<file path="config.mk">
export PLATFORM = sky130hd
export DESIGN_NAME = jmbp_port
export DESIGN_NICKNAME = d
export VERILOG_FILES = /design/src/pkg/jmbp_pkg.sv /design/src/verilog/jmbp_port.sv /design/src/verilog/jmbp_sync.sv
export SDC_FILE = /design/constraint.sdc
export NUM_CORES = 2
export LEC_CHECK = 0
export ABC_AREA = 1
export BUFFER_PORTS_ARGS = -buffer_cell sky130_fd_sc_hd__buf_2
export CORE_AREA = 5 5 274 276
export DETAILED_ROUTE_END_ITERATION = 6
export DIE_AREA = 0 0 279 281
export MAX_ROUTING_LAYER = met4
export PLACE_DENSITY = 0.7
export SETUP_SLACK_MARGIN = 0.3
export SLEW_MARGIN = 20
export SYNTH_ARGS = -nofsm -noshare
export SYNTH_HDL_FRONTEND = slang
export SYNTH_SLANG_ARGS = --single-unit
</file>
<file path="constraint.sdc">
create_clock -name mclk -period 2.4 [get_ports mclk]
set_input_delay 0.36 -clock mclk [delete_from_list [all_inputs] [get_ports mclk]]
set_output_delay 0.36 -clock mclk [all_outputs]
set_load 0.005 [all_outputs]
</file>
<file path="src/pkg/jmbp_pkg.sv">
// jmbp_pkg: constants and types for the test access and memory self-test port
// assumes: the port is clocked by mclk at 50 MHz, with tck sampled as a pin
package jmbp_pkg;
   localparam int IR_W       = 4;
   localparam int ID_W       = 32;
   localparam int MODE_W     = 2;
   localparam int RES_W      = 25;
   localparam int DBG_W      = 100;
   localparam int RING_W     = 392;
   localparam int ADDR_W     = 16;
   localparam int DATA_W     = 18;
   localparam int NPORT      = 4;
   localparam int BSR_BIT0   = 2;

   // instruction codes
   localparam logic [3:0] I_EXTEST  = 4'h0;
   localparam logic [3:0] I_SAMPLE  = 4'h1;
   localparam logic [3:0] I_RESULT  = 4'h2;
   localparam logic [3:0] I_MODECTL = 4'h3;
   localparam logic [3:0] I_CLAMP   = 4'h5;
   localparam logic [3:0] I_FLOAT   = 4'h6;
   localparam logic [3:0] I_IDCODE  = 4'h7;
   localparam logic [3:0] I_RUN     = 4'h8;
   localparam logic [3:0] I_BYPASS  = 4'hF;
   localparam logic [3:0] IR_CAPTURE = 4'h1;

   localparam logic [1:0] MODE_PASSFAIL = 2'h0;
   localparam logic [1:0] MODE_DEBUG    = 2'h1;
   localparam logic [1:0] MODE_RESET    = 2'h0;

   // debug packet field positions
   localparam int DBG_HDR_HI  = 99;
   localparam int DBG_HDR_LO  = 98;
   localparam int DBG_CMP_LO  = 26;
   localparam int DBG_ADR_LO  = 10;
   localparam int DBG_ST_LO   = 4;
   localparam int DBG_DONE    = 2;
   localparam int DBG_TRL_HI  = 1;

   // tap states, binary coded
   typedef enum logic [3:0] {
      T_RESET = 4'h0, T_IDLE = 4'h1, T_SELDR = 4'h2, T_CAPDR = 4'h3,
      T_SHDR  = 4'h4, T_EX1DR = 4'h5, T_PSDR = 4'h6, T_EX2DR = 4'h7,
      T_UPDR  = 4'h8, T_SELIR = 4'h9, T_CAPIR = 4'hA, T_SHIR = 4'hB,
      T_EX1IR = 4'hC, T_PSIR = 4'hD, T_EX2IR = 4'hE, T_UPIR = 4'hF
   } jmbp_tap_t;

   // self-test sequencer states, 6-bit codes
   typedef enum logic [5:0] {
      S_IDLE    = 6'h00,
      S_MOV_Z   = 6'h01, S_MOV_1U = 6'h03, S_MOV_0U = 6'h02,
      S_MOV_1D  = 6'h06, S_MOV_0D = 6'h07, S_MOV_RD = 6'h05,
      S_MAR_Z   = 6'h04, S_MAR_1U = 6'h0C, S_MAR_0U = 6'h0D,
      S_MAR_1D  = 6'h0F, S_MAR_0D = 6'h0E, S_MAR_RD = 6'h0A,
      S_CHK_W   = 6'h0B, S_CHK_R  = 6'h09, S_NCHK_W = 6'h08,
      S_NCHK_R  = 6'h18,
      S_UA_Z    = 6'h19, S_UA_W   = 6'h1B, S_UA_R   = 6'h1A,
      S_UA_O    = 6'h1E, S_UA_NW  = 6'h1F, S_UA_NR  = 6'h1D,
      S_DONE    = 6'h32
   } jmbp_seq_t;

   // memory access from sequencer
   typedef struct packed {
      logic              en;
      logic              wr;
      logic [1:0]        port;
      logic [ADDR_W-1:0] addr;
      logic [DATA_W-1:0] data;
   } jmbp_mem_req_t;

   // serial link pins after sampling
   typedef struct packed {
      logic tck;
      logic tms;
      logic tdi;
   } jmbp_link_t;
endpackage : jmbp_pkg

</file>
<file path="src/verilog/jmbp_port.sv">
// jmbp_port: tap, instruction decode, scan registers and memory self-test sequencer
// assumes: tck, tms, tdi come from the board tester; mem_rdata answers one cycle after read
// How it works
// - extest captures pins, chain in path
// - bypass code uses single pass bit
// - idcode preloads identity, shifts it
// - float code: bypass path, outputs tristated
// - clamp drives cell values, bypass path
// - sample captures pins, no disturbance
// - run code starts selftest, debug path
// - result code shifts pass/fail and count
// - mode control code shifts 2-bit mode
// - port 1 writes zeros first
// - up pass: read0 write1 read1
// - up pass: read1 write0 read0
// - down passes, then read zeros
// - march sequence states in order
// - checkerboard write then read
// - inverse checkerboard write then read
// - unique address passes with port 2
// - repeat with ports 3 and 4
// - mode 00 pass/fail, 01 debug
// - chain cells even, from cell 2
// - mode control resets to 00
// - debug packet holds state in 9:4
`timescale 1ns/1ps
`default_nettype none
module jmbp_port #(
   parameter int DEPTH_W = jmbp_pkg::ADDR_W,
   parameter logic [31:0] ID_VALUE = 32'h5A5A_0A5B   // arbitrary identity value
) (
   input  wire logic                          mclk,
   input  wire logic                          resetn,
   input  wire logic                          tck,
   input  wire logic                          tms,
   input  wire logic                          tdi,
   output logic                               tdo,
   output logic                               tdo_oe,
   input  wire logic [jmbp_pkg::RING_W/2-1:0] pin_ring_in,
   output logic [jmbp_pkg::RING_W/2-1:0]      pin_ring_out,
   output logic                               pin_ring_sel,
   output logic                               outputs_float,
   output jmbp_pkg::jmbp_mem_req_t            mem_req,
   input  wire logic [jmbp_pkg::DATA_W-1:0]   mem_rdata
);
   localparam int NCELL = jmbp_pkg::RING_W / 2;
   localparam int CHK_ROW = DEPTH_W / 2;

   jmbp_pkg::jmbp_link_t link;
   logic       tck_d;
   logic       tck_rise;
   logic       tck_fall;
   jmbp_pkg::jmbp_tap_t tap;
   jmbp_pkg::jmbp_tap_t next_tap;
   logic [jmbp_pkg::IR_W-1:0]  ir_sh;
   logic [jmbp_pkg::IR_W-1:0]  ir;
   logic                       pass_bit;
   logic [jmbp_pkg::ID_W-1:0]  id_sh;
   logic [jmbp_pkg::MODE_W-1:0] mode_sh;
   logic [jmbp_pkg::MODE_W-1:0] selftest_mode_control;
   logic [jmbp_pkg::RES_W-1:0]  res_sh;
   logic [jmbp_pkg::DBG_W-1:0]  dbg_sh;
   logic [NCELL-1:0]           ring_sh;
   logic [NCELL-1:0]           ring_upd;
   logic                       serial_bit;
   logic                       start_req;
   jmbp_pkg::jmbp_seq_t        seq;
   logic [1:0]                 wport;
   logic [DEPTH_W-1:0]         addr;
   logic [1:0]                 phase;
   logic                       fail;
   logic [jmbp_pkg::RES_W-2:0] fail_cnt;
   logic                       rd_pend;
   logic [jmbp_pkg::DATA_W-1:0] expect_q;
   logic [jmbp_pkg::DATA_W-1:0] dbg_cmp;
   logic [DEPTH_W-1:0]         dbg_addr;
   jmbp_pkg::jmbp_seq_t        dbg_state;
   logic                       dbg_valid;
   logic                       is_ring;
   logic [DEPTH_W-1:0]         addr_dir;
   logic [jmbp_pkg::DATA_W-1:0] addr_data;
   logic [DEPTH_W-1:0]         addr_q;

   jmbp_sync #(.W(3)) u_sync (
      .mclk     (mclk),
      .resetn   (resetn),
      .async_in ({tck, tms, tdi}),
      .sync_out (link)
   );

   always_ff @(posedge mclk)
   begin
      if (!resetn)
         tck_d <= 1'b0;
      else
         tck_d <= link.tck;
   end
   assign tck_rise = link.tck & ~tck_d;
   assign tck_fall = ~link.tck & tck_d;

   // tap state machine
   always_comb
   begin
      case (tap)
         jmbp_pkg::T_RESET: next_tap = link.tms ? jmbp_pkg::T_RESET : jmbp_pkg::T_IDLE;
         jmbp_pkg::T_IDLE:  next_tap = link.tms ? jmbp_pkg::T_SELDR : jmbp_pkg::T_IDLE;
         jmbp_pkg::T_SELDR: next_tap = link.tms ? jmbp_pkg::T_SELIR : jmbp_pkg::T_CAPDR;
         jmbp_pkg::T_CAPDR: next_tap = link.tms ? jmbp_pkg::T_EX1DR : jmbp_pkg::T_SHDR;
         jmbp_pkg::T_SHDR:  next_tap = link.tms ? jmbp_pkg::T_EX1DR : jmbp_pkg::T_SHDR;
         jmbp_pkg::T_EX1DR: next_tap = link.tms ? jmbp_pkg::T_UPDR : jmbp_pkg::T_PSDR;
         jmbp_pkg::T_PSDR:  next_tap = link.tms ? jmbp_pkg::T_EX2DR : jmbp_pkg::T_PSDR;
         jmbp_pkg::T_EX2DR: next_tap = link.tms ? jmbp_pkg::T_UPDR : jmbp_pkg::T_SHDR;
         jmbp_pkg::T_UPDR:  next_tap = link.tms ? jmbp_pkg::T_SELDR : jmbp_pkg::T_IDLE;
         jmbp_pkg::T_SELIR: next_tap = link.tms ? jmbp_pkg::T_RESET : jmbp_pkg::T_CAPIR;
         jmbp_pkg::T_CAPIR: next_tap = link.tms ? jmbp_pkg::T_EX1IR : jmbp_pkg::T_SHIR;
         jmbp_pkg::T_SHIR:  next_tap = link.tms ? jmbp_pkg::T_EX1IR : jmbp_pkg::T_SHIR;
         jmbp_pkg::T_EX1IR: next_tap = link.tms ? jmbp_pkg::T_UPIR : jmbp_pkg::T_PSIR;
         jmbp_pkg::T_PSIR:  next_tap = link.tms ? jmbp_pkg::T_EX2IR : jmbp_pkg::T_PSIR;
         jmbp_pkg::T_EX2IR: next_tap = link.tms ? jmbp_pkg::T_UPIR : jmbp_pkg::T_SHIR;
         jmbp_pkg::T_UPIR:  next_tap = link.tms ? jmbp_pkg::T_SELDR : jmbp_pkg::T_IDLE;
         default:           next_tap = jmbp_pkg::T_RESET;
      endcase
   end

   always_ff @(posedge mclk)
   begin
      if (!resetn)
         tap <= jmbp_pkg::T_RESET;
      else if (tck_rise)
         tap <= next_tap;
   end

   // instruction register, reset loads bypass
   always_ff @(posedge mclk)
   begin
      if (!resetn || tap == jmbp_pkg::T_RESET)
      begin
         ir_sh <= jmbp_pkg::I_BYPASS;
         ir    <= jmbp_pkg::I_BYPASS;
      end
      else if (tck_rise)
      begin
         if (tap == jmbp_pkg::T_CAPIR)
            ir_sh <= jmbp_pkg::IR_CAPTURE;
         else if (tap == jmbp_pkg::T_SHIR)
            ir_sh <= {link.tdi, ir_sh[jmbp_pkg::IR_W-1:1]};
         else if (tap == jmbp_pkg::T_UPIR)
            ir <= ir_sh;
      end
   end

   assign is_ring = (ir == jmbp_pkg::I_EXTEST) || (ir == jmbp_pkg::I_SAMPLE);

   // data registers: capture and shift
   always_ff @(posedge mclk)
   begin
      if (!resetn)
      begin
         pass_bit <= 1'b0;
         id_sh    <= '0;
         mode_sh  <= '0;
         res_sh   <= '0;
         ring_sh  <= '0;
      end
      else if (tck_rise && tap == jmbp_pkg::T_CAPDR)
      begin
         pass_bit <= 1'b0;
         id_sh    <= ID_VALUE;
         mode_sh  <= selftest_mode_control;
         res_sh   <= {fail_cnt, fail};
         if (is_ring)
            ring_sh <= pin_ring_in;
      end
      else if (tck_rise && tap == jmbp_pkg::T_SHDR)
      begin
         case (ir)
            jmbp_pkg::I_EXTEST, jmbp_pkg::I_SAMPLE:
               ring_sh <= {link.tdi, ring_sh[NCELL-1:1]};
            jmbp_pkg::I_IDCODE:
               id_sh <= {link.tdi, id_sh[jmbp_pkg::ID_W-1:1]};
            jmbp_pkg::I_MODECTL:
               mode_sh <= {link.tdi, mode_sh[1]};
            jmbp_pkg::I_RESULT:
               res_sh <= {link.tdi, res_sh[jmbp_pkg::RES_W-1:1]};
            default:
               pass_bit <= link.tdi;
         endcase
      end
   end

   // update stage for ring and mode control
   always_ff @(posedge mclk)
   begin
      if (!resetn)
      begin
         ring_upd              <= '0;
         selftest_mode_control <= jmbp_pkg::MODE_RESET;
      end
      else if (tck_rise && tap == jmbp_pkg::T_UPDR)
      begin
         if (is_ring)
            ring_upd <= ring_sh;
         if (ir == jmbp_pkg::I_MODECTL)
            selftest_mode_control <= mode_sh;
      end
   end

   // pin control outputs
   always_ff @(posedge mclk)
   begin
      if (!resetn)
      begin
         pin_ring_out  <= '0;
         pin_ring_sel  <= 1'b0;
         outputs_float <= 1'b0;
      end
      else
      begin
         pin_ring_out  <= ring_upd;
         pin_ring_sel  <= (ir == jmbp_pkg::I_EXTEST) || (ir == jmbp_pkg::I_CLAMP);
         outputs_float <= (ir == jmbp_pkg::I_FLOAT);
      end
   end

   // serial path selection
   always_comb
   begin
      case (ir)
         jmbp_pkg::I_EXTEST, jmbp_pkg::I_SAMPLE: serial_bit = ring_sh[0];
         jmbp_pkg::I_IDCODE:  serial_bit = id_sh[0];
         jmbp_pkg::I_MODECTL: serial_bit = mode_sh[0];
         jmbp_pkg::I_RESULT:  serial_bit = res_sh[0];
         jmbp_pkg::I_RUN:     serial_bit = dbg_sh[0];
         jmbp_pkg::I_CLAMP, jmbp_pkg::I_FLOAT, jmbp_pkg::I_BYPASS:
            serial_bit = pass_bit;
         default:             serial_bit = pass_bit;
      endcase
   end

   always_ff @(posedge mclk)
   begin
      if (!resetn)
      begin
         tdo    <= 1'b0;
         tdo_oe <= 1'b0;
      end
      else if (tck_fall)
      begin
         tdo    <= (tap == jmbp_pkg::T_SHIR) ? ir_sh[0] : serial_bit;
         tdo_oe <= (tap == jmbp_pkg::T_SHIR) || (tap == jmbp_pkg::T_SHDR);
      end
   end

   // debug packet register
   always_ff @(posedge mclk)
   begin
      if (!resetn)
         dbg_sh <= '0;
      else if (tck_rise && ir == jmbp_pkg::I_RUN && tap == jmbp_pkg::T_CAPDR)
      begin
         dbg_sh <= '0;
         dbg_sh[jmbp_pkg::DBG_HDR_HI:jmbp_pkg::DBG_HDR_LO] <= 2'h3;
         dbg_sh[jmbp_pkg::DBG_TRL_HI:0] <= 2'h3;
         dbg_sh[jmbp_pkg::DBG_DONE] <= (seq == jmbp_pkg::S_DONE);
         dbg_sh[jmbp_pkg::DBG_ADR_LO +: DEPTH_W] <= dbg_addr;
         dbg_sh[jmbp_pkg::DBG_ST_LO +: $bits(jmbp_pkg::jmbp_seq_t)] <= dbg_state;
         dbg_sh[jmbp_pkg::DBG_CMP_LO +: jmbp_pkg::DATA_W] <= dbg_cmp;
      end
      else if (tck_rise && ir == jmbp_pkg::I_RUN && tap == jmbp_pkg::T_SHDR)
         dbg_sh <= {link.tdi, dbg_sh[jmbp_pkg::DBG_W-1:1]};
   end

   // only an idle sequencer starts, so results survive extra idle clocks
   assign start_req = tck_rise && ir == jmbp_pkg::I_RUN && tap == jmbp_pkg::T_IDLE &&
                      seq == jmbp_pkg::S_IDLE;

   // sequencer: each state walks the array, move and march up/down states in read/write/read phases
   always_ff @(posedge mclk)
   begin
      if (!resetn)
      begin
         seq   <= jmbp_pkg::S_IDLE;
         wport <= 2'h0;
         addr  <= '0;
         phase <= 2'h0;
      end
      else if (seq == jmbp_pkg::S_IDLE)
      begin
         if (start_req)
         begin
            seq   <= jmbp_pkg::S_MOV_Z;
            wport <= 2'h0;
            addr  <= '0;
            phase <= 2'h0;
         end
      end
      else if (seq != jmbp_pkg::S_DONE)
      begin
         if (phase != 2'h2 && (seq == jmbp_pkg::S_MOV_1U || seq == jmbp_pkg::S_MOV_0U ||
             seq == jmbp_pkg::S_MOV_1D || seq == jmbp_pkg::S_MOV_0D ||
             seq == jmbp_pkg::S_MAR_1U || seq == jmbp_pkg::S_MAR_0U ||
             seq == jmbp_pkg::S_MAR_1D || seq == jmbp_pkg::S_MAR_0D))
            phase <= phase + 2'h1;
         else
         begin
            phase <= 2'h0;
            if (addr != '1)
               addr <= addr + 1'b1;
            else
            begin
               addr <= '0;
               case (seq)
                  jmbp_pkg::S_MOV_Z:  seq <= jmbp_pkg::S_MOV_1U;
                  jmbp_pkg::S_MOV_1U: seq <= jmbp_pkg::S_MOV_0U;
                  jmbp_pkg::S_MOV_0U: seq <= jmbp_pkg::S_MOV_1D;
                  jmbp_pkg::S_MOV_1D: seq <= jmbp_pkg::S_MOV_0D;
                  jmbp_pkg::S_MOV_0D: seq <= jmbp_pkg::S_MOV_RD;
                  jmbp_pkg::S_MOV_RD: seq <= jmbp_pkg::S_MAR_Z;
                  jmbp_pkg::S_MAR_Z:  seq <= jmbp_pkg::S_MAR_1U;
                  jmbp_pkg::S_MAR_1U: seq <= jmbp_pkg::S_MAR_0U;
                  jmbp_pkg::S_MAR_0U: seq <= jmbp_pkg::S_MAR_1D;
                  jmbp_pkg::S_MAR_1D: seq <= jmbp_pkg::S_MAR_0D;
                  jmbp_pkg::S_MAR_0D: seq <= jmbp_pkg::S_MAR_RD;
                  jmbp_pkg::S_MAR_RD: seq <= jmbp_pkg::S_CHK_W;
                  jmbp_pkg::S_CHK_W:  seq <= jmbp_pkg::S_CHK_R;
                  jmbp_pkg::S_CHK_R:  seq <= jmbp_pkg::S_NCHK_W;
                  jmbp_pkg::S_NCHK_W: seq <= jmbp_pkg::S_NCHK_R;
                  jmbp_pkg::S_NCHK_R:
                  begin
                     seq   <= jmbp_pkg::S_UA_Z;
                     wport <= 2'h1;
                  end
                  jmbp_pkg::S_UA_Z:   seq <= jmbp_pkg::S_UA_W;
                  jmbp_pkg::S_UA_W:   seq <= jmbp_pkg::S_UA_R;
                  jmbp_pkg::S_UA_R:   seq <= jmbp_pkg::S_UA_O;
                  jmbp_pkg::S_UA_O:   seq <= jmbp_pkg::S_UA_NW;
                  jmbp_pkg::S_UA_NW:  seq <= jmbp_pkg::S_UA_NR;
                  jmbp_pkg::S_UA_NR:
                  begin
                     if (wport == 2'h3)
                        seq <= jmbp_pkg::S_DONE;
                     else
                     begin
                        seq   <= jmbp_pkg::S_UA_Z;
                        wport <= wport + 2'h1;
                     end
                  end
                  default:            seq <= jmbp_pkg::S_DONE;
               endcase
            end
         end
      end
   end

   // down passes walk the inverted address
   assign addr_dir  = (seq == jmbp_pkg::S_MOV_1D || seq == jmbp_pkg::S_MOV_0D ||
                       seq == jmbp_pkg::S_MAR_1D || seq == jmbp_pkg::S_MAR_0D) ? ~addr : addr;
   assign addr_data = (jmbp_pkg::DATA_W)'(addr);

   // memory request generation
   always_ff @(posedge mclk)
   begin
      if (!resetn)
      begin
         mem_req  <= '0;
         expect_q <= '0;
         addr_q   <= '0;
         rd_pend  <= 1'b0;
      end
      else
      begin
         mem_req.en   <= (seq != jmbp_pkg::S_IDLE) && (seq != jmbp_pkg::S_DONE);
         mem_req.port <= wport;
         mem_req.addr <= (jmbp_pkg::ADDR_W)'(addr_dir);
         case (seq)
            jmbp_pkg::S_MOV_Z, jmbp_pkg::S_MAR_Z, jmbp_pkg::S_UA_Z:
            begin
               mem_req.wr   <= 1'b1;
               mem_req.data <= '0;
            end
            jmbp_pkg::S_UA_O:
            begin
               mem_req.wr   <= 1'b1;
               mem_req.data <= '1;
            end
            jmbp_pkg::S_CHK_W, jmbp_pkg::S_NCHK_W:
            begin
               mem_req.wr   <= 1'b1;
               mem_req.data <= {jmbp_pkg::DATA_W{addr[0] ^ addr[CHK_ROW] ^
                                (seq == jmbp_pkg::S_NCHK_W)}};
            end
            jmbp_pkg::S_UA_W, jmbp_pkg::S_UA_NW:
            begin
               mem_req.wr   <= 1'b1;
               mem_req.data <= addr_data ^ {jmbp_pkg::DATA_W{seq == jmbp_pkg::S_UA_NW}};
            end
            jmbp_pkg::S_MOV_1U, jmbp_pkg::S_MOV_1D, jmbp_pkg::S_MAR_1U, jmbp_pkg::S_MAR_1D,
            jmbp_pkg::S_MOV_0U, jmbp_pkg::S_MOV_0D, jmbp_pkg::S_MAR_0U, jmbp_pkg::S_MAR_0D:
            begin
               mem_req.wr   <= (phase == 2'h1);
               mem_req.data <= {jmbp_pkg::DATA_W{(phase == 2'h0) ^
                                (seq == jmbp_pkg::S_MOV_1U || seq == jmbp_pkg::S_MOV_1D ||
                                 seq == jmbp_pkg::S_MAR_1U || seq == jmbp_pkg::S_MAR_1D)}};
            end
            default:
            begin
               mem_req.wr   <= 1'b0;
               mem_req.data <= (seq == jmbp_pkg::S_CHK_R || seq == jmbp_pkg::S_NCHK_R) ?
                  {jmbp_pkg::DATA_W{addr[0] ^ addr[CHK_ROW] ^ (seq == jmbp_pkg::S_NCHK_R)}} :
                  (seq == jmbp_pkg::S_UA_R) ? addr_data :
                  (seq == jmbp_pkg::S_UA_NR) ? ~addr_data : '0;
            end
         endcase
         rd_pend  <= mem_req.en && !mem_req.wr;
         expect_q <= mem_req.data;
         addr_q   <= mem_req.addr[DEPTH_W-1:0];
      end
   end

   // compare and record failures
   always_ff @(posedge mclk)
   begin
      if (!resetn || start_req)
      begin
         fail      <= 1'b0;
         fail_cnt  <= '0;
         dbg_cmp   <= '0;
         dbg_addr  <= '0;
         dbg_state <= jmbp_pkg::S_IDLE;
         dbg_valid <= 1'b0;
      end
      else if (rd_pend && mem_rdata != expect_q)
      begin
         fail     <= 1'b1;
         fail_cnt <= fail_cnt + 1'b1;
         if (selftest_mode_control == jmbp_pkg::MODE_DEBUG && !dbg_valid)
         begin
            dbg_valid <= 1'b1;
            dbg_cmp   <= mem_rdata ^ expect_q;
            dbg_addr  <= addr_q;
            dbg_state <= seq;
         end
      end
   end
endmodule : jmbp_port
`default_nettype wire

</file>
<file path="src/verilog/jmbp_sync.sv">
// jmbp_sync: two-flop synchroniser for a bundle of pin levels
// assumes: inputs are asynchronous to mclk
`timescale 1ns/1ps
`default_nettype none
module jmbp_sync #(
   parameter int W = 3
) (
   input  wire logic         mclk,
   input  wire logic         resetn,
   input  wire logic [W-1:0] async_in,
   output logic      [W-1:0] sync_out
);
   logic [W-1:0] stage1;

   always_ff @(posedge mclk)
   begin
      if (!resetn)
      begin
         stage1   <= '0;
         sync_out <= '0;
      end
      else
      begin
         stage1   <= async_in;
         sync_out <= stage1;
      end
   end
endmodule : jmbp_sync
`default_nettype wire

</file>
==> impl_summary.md <==
Final layout
The number of fill cells is ~6400. The count of nets after finishing is between 5000 and 6000. In the final layout, the share of cells above drive strength 1 is 14.74%. The final cell count without fillers is ~6300. Once layout is complete, the utilization of the core stands at slightly above 60%. The area growth from synthesis to layout is 23.66%.

Timing
Setup total negative slack on the finished layout was measured at 0 ns. The relative max-transition margin is about half. At the pin with the least slew margin, the transition time is about 0.74 ns. The shortest period the worst path allows is slightly above 2 ns. The number of hold violations in the final report is 0. Setup repair after global routing could not meet its margin everywhere. Static timing analysis puts the maximum clock frequency at roughly 500 MHz. The post-route fraction of the period consumed by the critical path is a little over four fifths. On the final layout, the worst clock skew is between 0.03 and 0.04 ns. The number of pins with negative max-slew slack in the final report came to 0. Setup violations remaining at the end of the flow were counted as 0. The worst hold slack across all endpoints is ~0.028 ns.

Clock network
The CTS tree is built. The cell sitting at the root of the clock tree is a sky130_fd_sc_hd__clkbuf_16. The clock-pin slew on the worst setup and hold paths is 0.06 ns. For the worst-skew pair, the clock arrives at the later sink with an insertion delay of 0.66 ns. The clock sink count is roughly 940. In this run the number of H-tree levels came out at 3.

The clock passes through at most 3 buffers. The number of buffers added by the clock tree synthesis step is 96.

Pwr
Summing internal, switching and leakage power gives between 30000 and 40000 µW. Power spread over the standard cell area amounts to between 700 and 800 nW/µm². Across the VDD grid, the largest voltage drop is about 0.6 mV. The leakage dissipation is around 0.021 µW.

Placement
The count of buffers added on input and output ports is ~460. The number of instances in the placed design is between 5000 and 6000. The final estimated routing congestion in global placement is between 0.8 and 0.9. Detailed placement finished with a half-perimeter wire length of 62070 µm.

Drt
The routed design has between 100000 and 150000 µm of wire. For this block, the initial DRC count from the detailed router was approximately 2600. The first TritonRoute pass finished after 6 iterations. The count of antenna-violating nets left after detailed routing is 0.

The via-per-instance ratio is approximately 5.2. The total number of vias is about 33000. In the routed design, unresolved DRC markers number 0.

In the final routed layout, each cell accounts on average for 15.91 µm.

Status
The run finished with clean final reports.

Synth
Summing every instance area after synthesis gives 35690 µm². Sequential cells were found to cover a little over half of the synthesized design area. The most used flip-flop cell after synthesis is sky130_fd_sc_hd__dfxtp_1.

The register bit count reported by yosys is approximately 940. The count of yosys warnings during synthesis is 0. Counting distinct cell types in the post-synthesis netlist gives between 40 and 50. Of all cell types, the one taking the most synthesized area is sky130_fd_sc_hd__dfxtp_1. Ranked by instance count, the synthesized netlist is headed by 1204 x sky130_fd_sc_hd__nand2_1, 936 x sky130_fd_sc_hd__dfxtp_1, 662 x sky130_fd_sc_hd__nor2_1, 442 x sky130_fd_sc_hd__o21ai_0, 415 x sky130_fd_sc_hd__inv_1. Among all cell types in the netlist, the one instantiated most often is sky130_fd_sc_hd__nand2_1. The synthesized design contains 0 enable-type register cells. Counting every net in the synthesized netlist gives between 4000 and 5000. The fraction of synthesized cell area taken by the top area cell type is between 50% and 60%. The post-synthesis async set-or-reset flop share is 0%.

Synthesis produced 4760 cells. Dividing the synthesized area by the synthesized cell count gives roughly 7.5 µm². In the post-synthesis netlist, the biggest area contributors are sky130_fd_sc_hd__dfxtp_1 53%, sky130_fd_sc_hd__nand2_1 13%, sky130_fd_sc_hd__nor2_1 7.0%.

Critical path
Of all nets on the critical path, the largest fanout is 67. The data arrival time of the critical path is between 2 and 3 ns. The critical setup path kind is reg2reg.

The largest stage delay on the critical path is 0.46 ns. STA classifies the critical path startpoint as a flip-flop. Traced cell by cell, the critical path runs through nand2_2, nor2_4, nand2_8, inv_8, buf_12, nand2_1, a31oi_1. Data on the critical path is required at its endpoint by just under 3 ns. The slowest stage of the critical path is the sky130_fd_sc_hd__dfxtp_1 cell. The capturing element type of the critical path is a flip-flop.

Die
The die boundary width is ~280 µm. The floorplan has ~100 rows. The floorplan die area is about 78000 µm².

The top-level port count is roughly 460. Once the floorplan was initialized, standard cells occupied between 40% and 50% of the core. The area of the placeable core is just over 70000 µm².

The die extent in y is approximately 280 µm.

Global routing
The first global-routing pass estimated about 160000 µm of wire. The number of global-route vias before repair is 30110. The total congestion overflow is 0. In the global route stage, overall resource usage came out at about 24%. The pin count of the biggest net entering global routing is 154. The number of antenna violations at the first check in global routing is 1.

Min path
The worst hold path belongs to the class in2reg.

Run
The tool flagged a number of max-cap violations equal to 0.
## where the power goes
group | internal (µW) | leakage, µW | switching [µW]
Combinational | 382 | 0.0114 | 410
Clock | 8890 | 0.00161 | 6370
Sequential | 15500 | 0.00754 | 5.04
Total | 24800 | 0.0206 | 6780
## sequential cells by signal, summed over array words and instances, names as in the netlist, 3 cells and up
register	count
pin_ring_out	196
ring_sh	196
ring_upd	196
dbg_sh	100
mem_req	37
id_sh	32
res_sh	25
fail_cnt	24
dbg_cmp	18
expect_q	17
addr	16
addr_q	16
dbg_addr	16
dbg_state	6
seq	6
ir	4
ir_sh	4
tap	4
u_sync.stage1	3
u_sync.sync_out	3
## timing repair
| item | 4_1_cts | 5_1_grt |
|---|---|---|
| setup buffers | 0 | 5 |
| gates cloned | 2 | 11 |
| hold buffers | 172 | 0 |
| endpoints found under the setup margin | 73 | 566 |
| hold endpoints to repair | 172 | 0 |
| pin swaps | 0 | 2 |
| gates resized for setup | 5 | 45 |
## metrics by stage
step / setup slack, ns / area, µm²
after floorplan: 0.6594 / 35690
after global placement: 0.3004 / 38620
after detailed placement: 0.2344 / 38620
after CTS: 0.2822 / 43730
after global routing: 0.2441 / 44130
final: 0.3660 / 44130
## cell type report
class                           count  area, µm²  area share (%)
Antenna cell                        1      2.502        0.005671
Clock buffer                      139       2775           6.289
Clock inverter                     40      500.5           1.134
Inverter                          431       1657           3.754
Multi-Input combinational cell   3086      13880           31.46
Sequential cell                   936      18750           42.48
Tap cell                          959       1200           2.719
Timing Repair Buffer              726       5341           12.10
Timing Repair inverter              3      25.02         0.05671
## kinds of logic (layout without fill, tap and decap cells)
logic type / Yosys count / count (layout) / synth area share (%)
simple gates: 2046 / 2046 / 22.50
compound gates: 1007 / 1007 / 15.30
flops: 936 / 936 / 52.51
buf+inv: 738 / 1339 / 8.825
xor+xnor: 27 / 27 / 0.6627
fa+ha+maj: 6 / 6 / 0.2104
other cells: 0 / 1 / 0
## critical path, delay by kind of cell (launching register included)
family / cells / cell delay, ns
buf+inv: 2 / 0.55
flops: 1 / 0.46
compound gates: 1 / 0.20
simple gates: 4 / 0.66
## layer usage
metal	global-route usage, %	share of wire, %	up-vias
li1	-	-	16280
met1	30.25	43	15180
met2	38.69	48	1053
met3	3.854	5.4	276
met4	11.47	4.5	0
met5	-	0	-
## worst paths after layout
kind,start,endpoint,slack [ns],cells after the start
setup / recovery,tap[0],ring_sh[5],0.37,7
hold reg to reg,ring_upd[18],pin_ring_out[18],0.40,2
hold / removal,pin_ring_in[124],ring_sh[124],0.03,3
setup reg to reg,tap[0],ring_sh[5],0.37,7
## layout by cell type, fill, tap and decap left out, drive strengths merged, types with 23 or more instances in the layout
cell type	Yosys	routed
a31oi	224	224
nand3	98	98
clkbuf	141	147
dfxtp	936	936
nand2	1218	1218
dlygate4sd3	0	172
a21oi	190	190
clkinv	0	23
inv	431	437
buf	166	545
nor2	676	676
o21ai	541	541
No activity file was read; power rests on OpenSTA's default activity.
